`src/tcc_pkg.sv`:
```
// Purpose: Constants and types for the timer capture/compare core.
// Assumes: APB with 32-bit data; one clock core_clk at 100 MHz.
// Notes: Register offsets are byte addresses, one aligned word each.
// Operation
// - One 16-bit free-running counter is the time base for everything.
// - Counter starts from zero after reset.
// - Selected capture edge copies counter into that channel's 16-bit register.
// - Five compare channels, each with own 16-bit register and comparator.
// - Every compare register is checked against the counter every cycle.
// - A match sets the channel flag and starts its automatic actions.
// - Match actions include interrupt request and output pin changes.
// - Software selects whether a match drives the pin high or low.
// - Compare channels two to five each own one port output pin.
// - Channel one may drive any chosen mix of port bits seven to three.
// - Port data writes do not move a pin owned by a compare channel.
// - Port bit seven is general I/O, accumulator input, or channel one output.
// - Counter wraps at maximum to zero, sets overflow flag; software cannot alter it.
// - Three independent capture channels on their own input pins.
// - Reading the high count half freezes the low half for one cycle.
// - Capture pin levels stay readable through the port data register.
package tcc_pkg;
    localparam int CNT_W = 16;
    localparam int N_CAP = 3;
    localparam int N_CMP = 5;
    localparam logic [CNT_W-1:0] CNT_RST = 16'h0000;
    localparam logic [CNT_W-1:0] CNT_MAX = 16'hffff;
    // Byte offsets of the register words
    localparam logic [7:0] A_CNT_HI = 8'h00;   // Count high half, read freezes low
    localparam logic [7:0] A_CNT_LO = 8'h04;   // Count low half (buffered)
    localparam logic [7:0] A_CAP0 = 8'h08;     // Capture 0..2 at 08,0c,10
    localparam logic [7:0] A_CMP0 = 8'h14;     // Compare 1..5 at 14..24
    localparam logic [7:0] A_EDGE = 8'h28;     // Two edge bits per capture channel
    localparam logic [7:0] A_ACT = 8'h2c;      // Per compare: enable, level
    localparam logic [7:0] A_C1MASK = 8'h30;   // Channel one pin mask [4:0]
    localparam logic [7:0] A_C1DATA = 8'h34;   // Channel one pin levels [4:0]
    localparam logic [7:0] A_PORT = 8'h38;     // Port data register
    localparam logic [7:0] A_PCFG = 8'h3c;     // Bit 0: port bit seven output enable
    localparam logic [7:0] A_STAT = 8'h40;     // Sticky flags, read only
    localparam logic [7:0] A_CLR = 8'h44;      // Write one to clear flags
    localparam logic [7:0] A_IEN = 8'h48;      // Interrupt enables
    localparam logic [7:0] A_STEP = 8'h04;     // Word stride
    // Flag layout: [2:0] capture, [7:3] compare one..five, [8] overflow
    localparam int F_CAP = 0;
    localparam int F_CMP = 3;
    localparam int F_OVF = 8;
    localparam int NFLAG = 9;
    // Edge select encodings
    localparam logic [1:0] EDGE_OFF = 2'h0;
    localparam logic [1:0] EDGE_RISE = 2'h1;
    localparam logic [1:0] EDGE_FALL = 2'h2;
    localparam logic [1:0] EDGE_ANY = 2'h3;
    // Compare action: enable bit then level bit
    typedef struct packed {
        logic en;
        logic lvl;
    } tcc_act_t;
    typedef struct packed {
        logic [7:0] addr;
        logic wr;
        logic [31:0] wdata;
    } tcc_req_t;
endpackage : tcc_pkg

```
`src/tcc_core.sv`:
```
// Purpose: Timer core with free-running counter, three captures, five compares.
// Assumes: Pins are asynchronous and are synchronised before use.
// Notes: APB slave answers with zero wait states; pslverr on unmapped address.
//
// The APB slave port and the placing of the registers were decided locally.
`timescale 1ns/1ps
module tcc_core (
    input wire logic core_clk,           // 100 MHz clock
    input wire logic sys_rst,            // Async reset, active high
    input wire logic psel,               // APB select
    input wire logic penable,            // APB access phase
    input wire logic pwrite,             // APB direction
    input wire logic [7:0] paddr,        // APB byte address
    input wire logic [31:0] pwdata,      // APB write data
    output logic [31:0] prdata,          // APB read data
    output logic pready,                 // APB ready
    output logic pslverr,                // APB error
    input wire logic [7:0] port_in,      // Port pin levels
    output logic [7:0] port_out,         // Port pin drive levels
    output logic [7:0] port_oe,          // Port pin output enables
    output logic accum_in,               // Port bit seven to pulse accumulator
    output logic irq                     // Level interrupt request
);
    localparam int CW = tcc_pkg::CNT_W;
    localparam int NC = tcc_pkg::N_CAP;
    localparam int NO = tcc_pkg::N_CMP;
    localparam int NF = tcc_pkg::NFLAG;

    tcc_pkg::tcc_req_t req;
    logic [CW-1:0] cnt_q;
    logic [7:0] lo_buf_q;
    logic frz_q;
    logic [7:0] pin_s1_q, pin_s2_q, pin_s3_q;
    logic [CW-1:0] cap_q [NC];
    logic [CW-1:0] cmp_q [NO];
    logic [2*NC-1:0] edge_q;
    tcc_pkg::tcc_act_t [NO-1:0] act_q;
    logic [4:0] c1mask_q, c1data_q;
    logic [7:0] port_q;
    logic pa7_oe_q;
    logic [NF-1:0] stat_q, ien_q;
    logic [NF-1:0] ev;
    logic [7:0] pin_q;
    logic wr_acc, rd_acc;
    logic hit;
    logic [31:0] rd_d;

    assign req = '{addr: paddr, wr: pwrite, wdata: pwdata};
    assign wr_acc = psel && penable && req.wr;
    assign rd_acc = psel && penable && !req.wr;

    // Free-running counter; no bus write reaches it
    always_ff @(posedge core_clk or posedge sys_rst) begin
        if (sys_rst) begin
            cnt_q <= tcc_pkg::CNT_RST;
        end else begin
            cnt_q <= cnt_q + {{(CW-1){1'b0}}, 1'b1};
        end
    end

    // Low half buffer, held for one cycle after a high-half read
    always_ff @(posedge core_clk or posedge sys_rst) begin
        if (sys_rst) begin
            frz_q <= 1'b0;
            lo_buf_q <= 8'h00;
        end else begin
            frz_q <= rd_acc && (req.addr == tcc_pkg::A_CNT_HI);
            if (!(rd_acc && (req.addr == tcc_pkg::A_CNT_HI)) && !frz_q) begin
                lo_buf_q <= cnt_q[7:0];
            end else if (rd_acc && (req.addr == tcc_pkg::A_CNT_HI)) begin
                lo_buf_q <= cnt_q[7:0];
            end
        end
    end

    // Two-flop synchroniser plus a history stage for edge detection
    always_ff @(posedge core_clk or posedge sys_rst) begin
        if (sys_rst) begin
            pin_s1_q <= 8'h00;
            pin_s2_q <= 8'h00;
            pin_s3_q <= 8'h00;
        end else begin
            pin_s1_q <= port_in;
            pin_s2_q <= pin_s1_q;
            pin_s3_q <= pin_s2_q;
        end
    end

    // Capture channels on port bits zero to two
    genvar gi;
    generate
        for (gi = 0; gi < NC; gi++) begin : g_cap
            logic [1:0] sel;
            logic rise, fall;
            assign sel = edge_q[2*gi +: 2];
            assign rise = pin_s2_q[gi] && !pin_s3_q[gi];
            assign fall = !pin_s2_q[gi] && pin_s3_q[gi];
            assign ev[tcc_pkg::F_CAP+gi] = (rise && sel[0]) || (fall && sel[1]);
            always_ff @(posedge core_clk or posedge sys_rst) begin
                if (sys_rst) begin
                    cap_q[gi] <= tcc_pkg::CNT_RST;
                end else if (ev[tcc_pkg::F_CAP+gi]) begin
                    cap_q[gi] <= cnt_q;
                end
            end
        end
        // One dedicated comparator per compare channel, checked every cycle
        for (gi = 0; gi < NO; gi++) begin : g_cmp
            assign ev[tcc_pkg::F_CMP+gi] = (cmp_q[gi] == cnt_q);
        end
    endgenerate
    assign ev[tcc_pkg::F_OVF] = (cnt_q == tcc_pkg::CNT_MAX);

    // Register writes; compare registers reset to all ones so they idle quietly
    always_ff @(posedge core_clk or posedge sys_rst) begin
        if (sys_rst) begin
            for (int i = 0; i < NO; i++) begin
                cmp_q[i] <= tcc_pkg::CNT_MAX;
            end
            edge_q <= '0;
            act_q <= '0;
            c1mask_q <= 5'h00;
            c1data_q <= 5'h00;
            port_q <= 8'h00;
            pa7_oe_q <= 1'b0;
            ien_q <= '0;
        end else if (wr_acc) begin
            for (int i = 0; i < NO; i++) begin
                if (req.addr == tcc_pkg::A_CMP0 + 8'(i) * tcc_pkg::A_STEP) begin
                    cmp_q[i] <= req.wdata[CW-1:0];
                end
            end
            case (req.addr)
                tcc_pkg::A_EDGE: edge_q <= req.wdata[2*NC-1:0];
                tcc_pkg::A_ACT: act_q <= req.wdata[2*NO-1:0];
                tcc_pkg::A_C1MASK: c1mask_q <= req.wdata[4:0];
                tcc_pkg::A_C1DATA: c1data_q <= req.wdata[4:0];
                tcc_pkg::A_PORT: port_q <= req.wdata[7:0];
                tcc_pkg::A_PCFG: pa7_oe_q <= req.wdata[0];
                tcc_pkg::A_IEN: ien_q <= req.wdata[NF-1:0];
                default: ;
            endcase
        end
    end

    // Sticky flags; a new event wins over a clear in the same cycle
    always_ff @(posedge core_clk or posedge sys_rst) begin
        if (sys_rst) begin
            stat_q <= '0;
        end else begin
            if (wr_acc && req.addr == tcc_pkg::A_CLR) begin
                stat_q <= (stat_q & ~req.wdata[NF-1:0]) | ev;
            end else begin
                stat_q <= stat_q | ev;
            end
        end
    end

    // Pin drive: channel one first, then dedicated channels override
    always_ff @(posedge core_clk or posedge sys_rst) begin
        if (sys_rst) begin
            pin_q <= 8'h00;
        end else begin
            for (int b = 3; b < 8; b++) begin
                if (ev[tcc_pkg::F_CMP] && c1mask_q[b-3]) begin
                    pin_q[b] <= c1data_q[b-3];
                end
            end
            for (int i = 1; i < NO; i++) begin
                if (ev[tcc_pkg::F_CMP+i] && act_q[i].en) begin
                    pin_q[7-i] <= act_q[i].lvl;
                end
            end
        end
    end

    // Port outputs: compare-owned pins ignore port data writes
    always_ff @(posedge core_clk or posedge sys_rst) begin
        if (sys_rst) begin
            port_out <= 8'h00;
            port_oe <= 8'h00;
            accum_in <= 1'b0;
        end else begin
            port_out[2:0] <= 3'h0;
            port_oe[2:0] <= 3'h0;
            for (int b = 3; b < 7; b++) begin
                port_oe[b] <= 1'b1;
                port_out[b] <= (c1mask_q[b-3] || act_q[7-b].en) ? pin_q[b] : port_q[b];
            end
            port_oe[7] <= pa7_oe_q || c1mask_q[4];
            port_out[7] <= c1mask_q[4] ? pin_q[7] : port_q[7];
            accum_in <= pin_s2_q[7];
        end
    end

    // Read mux; unmapped addresses return zero with an error
    always_comb begin
        rd_d = 32'h0000_0000;
        hit = 1'b1;
        case (req.addr)
            tcc_pkg::A_CNT_HI: rd_d[7:0] = cnt_q[15:8];
            tcc_pkg::A_CNT_LO: rd_d[7:0] = frz_q ? lo_buf_q : cnt_q[7:0];
            tcc_pkg::A_EDGE: rd_d[2*NC-1:0] = edge_q;
            tcc_pkg::A_ACT: rd_d[2*NO-1:0] = act_q;
            tcc_pkg::A_C1MASK: rd_d[4:0] = c1mask_q;
            tcc_pkg::A_C1DATA: rd_d[4:0] = c1data_q;
            tcc_pkg::A_PORT: rd_d[7:0] = {pin_s2_q[7:3], pin_s2_q[2:0]};
            tcc_pkg::A_PCFG: rd_d[0] = pa7_oe_q;
            tcc_pkg::A_STAT: rd_d[NF-1:0] = stat_q;
            tcc_pkg::A_CLR: rd_d = 32'h0000_0000;
            tcc_pkg::A_IEN: rd_d[NF-1:0] = ien_q;
            default: begin
                hit = 1'b0;
                for (int i = 0; i < NC; i++) begin
                    if (req.addr == tcc_pkg::A_CAP0 + 8'(i) * tcc_pkg::A_STEP) begin
                        rd_d[CW-1:0] = cap_q[i];
                        hit = 1'b1;
                    end
                end
                for (int i = 0; i < NO; i++) begin
                    if (req.addr == tcc_pkg::A_CMP0 + 8'(i) * tcc_pkg::A_STEP) begin
                        rd_d[CW-1:0] = cmp_q[i];
                        hit = 1'b1;
                    end
                end
            end
        endcase
    end

    // APB answer registered in the setup cycle, so access completes at once
    always_ff @(posedge core_clk or posedge sys_rst) begin
        if (sys_rst) begin
            prdata <= 32'h0000_0000;
            pready <= 1'b0;
            pslverr <= 1'b0;
        end else begin
            pready <= psel && !penable;
            pslverr <= psel && !penable && !hit;
            prdata <= rd_d;
        end
    end

    // Interrupt level from enabled sticky flags
    always_ff @(posedge core_clk or posedge sys_rst) begin
        if (sys_rst) begin
            irq <= 1'b0;
        end else begin
            irq <= |(stat_q & ien_q);
        end
    end
endmodule : tcc_core

```
`config.mk`:
```
export PLATFORM = sky130hd
export DESIGN_NAME = tcc_core
export DESIGN_NICKNAME = d
export VERILOG_FILES = /design/src/tcc_pkg.sv /design/src/tcc_core.sv
export SDC_FILE = /design/constraint.sdc
export NUM_CORES = 1
export LEC_CHECK = 0
export BUFFER_PORTS_ARGS = -buffer_cell sky130_fd_sc_hd__buf_2
export CORE_UTILIZATION = 26
export CTS_CLUSTER_DIAMETER = 60
export DETAILED_ROUTE_END_ITERATION = 6
export GPL_ROUTABILITY_DRIVEN = 0
export PLACE_DENSITY = 0.49
export SETUP_SLACK_MARGIN = 0.1
export SYNTH_ARGS = -nofsm -noshare
export SYNTH_HDL_FRONTEND = slang
export SYNTH_SLANG_ARGS = --single-unit
```
`constraint.sdc`:
```
create_clock -name core_clk -period 9.4 [get_ports core_clk]
set_input_delay 0.47 -clock core_clk [delete_from_list [all_inputs] [get_ports core_clk]]
set_output_delay 0.47 -clock core_clk [all_outputs]
set_load 0.01 [all_outputs]
```
==> results.txt <==
The net switching power figure is 613.7 uW. The count of warnings emitted by yosys came out at 0. The number of cells produced by synthesis is 1,056. The number of global-route vias before repair came out at between 9k and 10k. The die covers 49,920 um2. The die extent in x is about 220 um. The H-tree was split into 2 levels. Fill cells in the final layout number 4,845. The post-route clock period utilization is 33.89%.

The number of resized instances in the post-cts repair step came out at 0. The setup total negative slack came out at 0 ps. At the pin with the least slew margin, the transition time is 1097 ps. After synthesis, the mean cell area works out to between 10 and 15 um2. The switching power as a share of total power came out at 23.33%. The slack of the worst reg-to-reg path is 6690 ps. For the worst-skew pair, the clock arrives at the later sink with an insertion delay of between 500 and 600 ps. The endpoint of the lowest-slack register-to-register path is pin_q[3]. The final HPWL from detailed placement is 29.14 mm. The mean routed wirelength per cell is 24.37 um.

Data on the critical path is required at its endpoint by 9850 ps. The slowest stage of the critical path is the sky130_fd_sc_hd__nor2_2 cell. In the final layout, the share of cells above drive strength 1 is 37.85%.

The internal portion of the total power is 2.017 mW. Synthesis instantiated 75 different standard cells from the library. Including well taps, the total number of placed cells is 1,678. After global routing the overflow that remains totals 0. The number of I/O port buffers is 66. The antenna diode count is 0. Setup repair after global routing left no endpoint under its margin. The initial utilization of the core area, before any placement, comes to 26.53%. The worst slack after detailed placement is 5642 ps. The library cells used most frequently in the layout, excluding fill and tap cells, are 174 x sky130_fd_sc_hd__dfrtp_1, 167 x sky130_fd_sc_hd__mux2_2, 91 x sky130_fd_sc_hd__xnor2_1, 80 x sky130_fd_sc_hd__dfstp_2, 66 x sky130_fd_sc_hd__buf_2. Counting flops with an async set or reset pin after synthesis yields a share of 100.0%. Buffers inserted to repair hold after CTS numbered 0. The height of the chip is around 220 um. The power density normalized to cell area is 178.4 nW/um2. Traced cell by cell, the critical path runs through buf_2 -> buf_4 -> nor4b_4 -> nand2_1 -> nor2_2 -> mux2_2. Across the routed clock network, the largest skew measured is 15.12 ps. The remaining max-slew budget at the tightest pin is 26.66%. Summing the sequential cell areas from Yosys gives between 50 and 60% of the chip area. Leaving out fill and tap cells, the most frequent cell in the layout is sky130_fd_sc_hd__dfrtp_1. The synthesis-stage register bit count came out at 254. In this run the worst path has a maximum fanout of 50. The number of setup buffers added after CTS is 0. In the routed layout, each cell is associated on average with a via count of 5.129.

met2 is the most crowded layer. The synthesis-to-finish area growth is 15.67%. The total via count in the routed design came out at 8,915.

The startpoint of the lowest-slack register-to-register path is cnt_q[5]. In this run the standard cell core region covers 48,050 um2. The CTS sink count is 254. The static leakage is 6.280 nW. The number of buffers and inverters on the critical path is 2. The share of the core filled with cells in the final layout is 30.69%. In this run the remaining antenna-violating nets after routing total 0. The boundary pin count came out at 105. The number of DRC markers in iteration 0 came out at 797. The count of unresolved DRC violations after routing came out at 0. Among all flip-flop cells after synthesis, the most frequent one is sky130_fd_sc_hd__dfrtp_1.

The total of max-cap violations came out at 0. Clock tree synthesis selected as its root buffer the cell sky130_fd_sc_hd__clkbuf_16. Among cell families on the critical path, the largest total delay comes from simple AND/OR/NAND/NOR gates. The site row count is 80.

Clock tree synthesis inserted a total of 34 buffers. The final count of pins violating max slew came out at 0. The number of cells on the worst reg-to-reg path came out at 5. By startpoint and endpoint, the worst setup path is classified as in -> reg. Overall power consumption after layout is estimated at around 2.6 mW. For this run, global-route usage on met1 was measured as 24.04%. The number of nets at the end of the flow is ~1.2k. The worst-case IR drop observed on VDD is 108.9 uV.

The peak per-stage delay on the critical path came out at 1000 ps. The endpoint kind of the worst setup timing path is a register. The cell area after technology mapping is 12,750 um2. The upper clock frequency limit is 313.9 MHz. The final period demand of the worst path is roughly 3200 ps. The total count of hold-check failures in the final report is 0. In this run the worst hold path is classified as in -> async. The number of cells in the finished layout apart from fillers came out at 1,738. The met2 usage came out at 25.84%. The run finished with clean final reports. In the post-route analysis, the smallest setup slack over all paths is 6214 ps. Per report_power, the combinational group accounts for 5.3% of the total. The number of detailed-routing iterations run before antenna repair came out at 5. The final wirelength came out at 42.36 mm.

The CTS tree is yes. The final setup violation count came out at 0. The met3 track demand over resource in global routing came out at 2.884%. The portion of total power attributed to sequential cells came out at 43.4%. The all-layer global routing usage is 17.07%. The buffer depth of the longest clock path is 3. The element type at the critical path start is an input pin. The endpoint arrival time on the critical path came out at 3630 ps. The wire length of the first global-routing pass is between 60 and 70 mm. The largest net degree at the start of global routing is roughly 150.

After clock tree synthesis, the clock-pin slew on the worst setup and hold paths is 60 ps. The number of antenna violations at the first check in global routing is 2. The number of flops mapped to enable cells by yosys came out at 0. The part of the total power dissipated in the clock network is between 50% and 60%.
[Yosys cell counts (all sizes together) (4+ instances only)]
master | count | area (um2)
nand3 | 18 | 95.09
a221oi | 5 | 43.79
o32ai | 5 | 43.79
nor3 | 12 | 98.85
inv | 9 | 33.78
a21o | 8 | 60.06
nand4 | 27 | 168.9
a21oi | 20 | 100.1
nand2 | 58 | 237.7
dfrtp | 174 | 4354
o22a | 5 | 43.79
and3 | 8 | 50.05
nor2b | 7 | 43.79
a21boi | 5 | 37.54
xnor2 | 91 | 797.0
clkbuf | 29 | 108.9
nor4 | 8 | 71.32
dfstp | 80 | 2102
nand2b | 6 | 37.54
nor2 | 53 | 211.5
nor4b | 5 | 80.08
mux2i | 28 | 280.3
buf | 69 | 439.2
a32oi | 5 | 43.79
a222oi | 5 | 50.05
o22ai | 13 | 81.33
a32o | 8 | 80.08
a2111oi | 4 | 36.29
o21ai | 29 | 145.1
mux2 | 191 | 2181
a22oi | 20 | 150.1
[metrics by stage]
stage / cell area [um2] / hold WS [ps]
final: 14750 / 41.69
after global routing: 14750 / 43.16
after CTS: 14750 / 38.18
after detailed placement: 13570 / 335.6
after global placement: 13570 / 334.9
after floorplan: 12830 / 331.2
[routing by layer]
metal	vias to the layer above	part of all wire, %
met5	-	0.064
met3	93	6.6
met4	4	3.8
met1	4605	44
met2	350	45
li1	3863	-
[cell type report]
type	count	area (um2)	area share, %
Timing Repair Buffer	84	478.0	3.241
Sequential cell	254	6456	43.78
Multi-Input combinational cell	716	5822	39.48
Tap cell	615	769.5	5.218
Inverter	9	41.29	0.2800
Clock buffer	50	1035	7.017
Clock inverter	10	145.1	0.9842
[how the worst max path moves through the flow]
| stage | start | to | slack, ps | depth (start not counted) |
|---|---|---|---|---|
| floorplan | sys_rst | accum_in | 2080 | 1 |
| global placement | paddr[3] | cmp_q[13] | 5660 | 6 |
| detailed placement | paddr[3] | cmp_q[3] | 5640 | 6 |
| CTS | paddr[3] | cmp_q[11] | 6190 | 6 |
| global route | paddr[3] | cmp_q[11] | 6070 | 6 |
| finish | paddr[3] | cmp_q[6] | 6210 | 6 |
[flip-flops by register name (all words and copies together), names as in the netlist, 5 cells and up]
| register | flops |
|---|---|
| pin_q | 5 |
| c1mask_q | 5 |
| port_q | 5 |
| pin_s1_q | 8 |
| edge_q | 6 |
| pin_s2_q | 8 |
| port_out | 5 |
| cnt_q | 16 |
| stat_q | 9 |
| prdata | 16 |
| act_q | 10 |
| lo_buf_q | 8 |
| c1data_q | 5 |
| cmp_q | 80 |
| cap_q | 48 |
| ien_q | 9 |
[kinds of logic (layout without fill, tap and decap cells)]
group,count (synthesis),after routing,share of synthesized area [%]
compound gates,157,157,8.833
xor+xnor,94,94,6.458
fa+ha+maj,1,1,0.09813
buf+inv,107,153,4.564
flops,254,254,50.64
mux,220,220,19.48
other cells,2,23,0.05891
simple gates,221,221,9.864
[power groups by stage]
stage / Combinational, mW / Clock, mW / Sequential [mW]
after floorplan: 0.0939 / 0 / 1.15
after global placement: 0.139 / 0 / 1.16
after detailed placement: 0.140 / 0 / 1.16
after CTS: 0.140 / 1.38 / 1.14
after global routing: 0.151 / 1.42 / 1.14
final: 0.140 / 1.35 / 1.14
No activity file was read; power rests on OpenSTA's default activity.
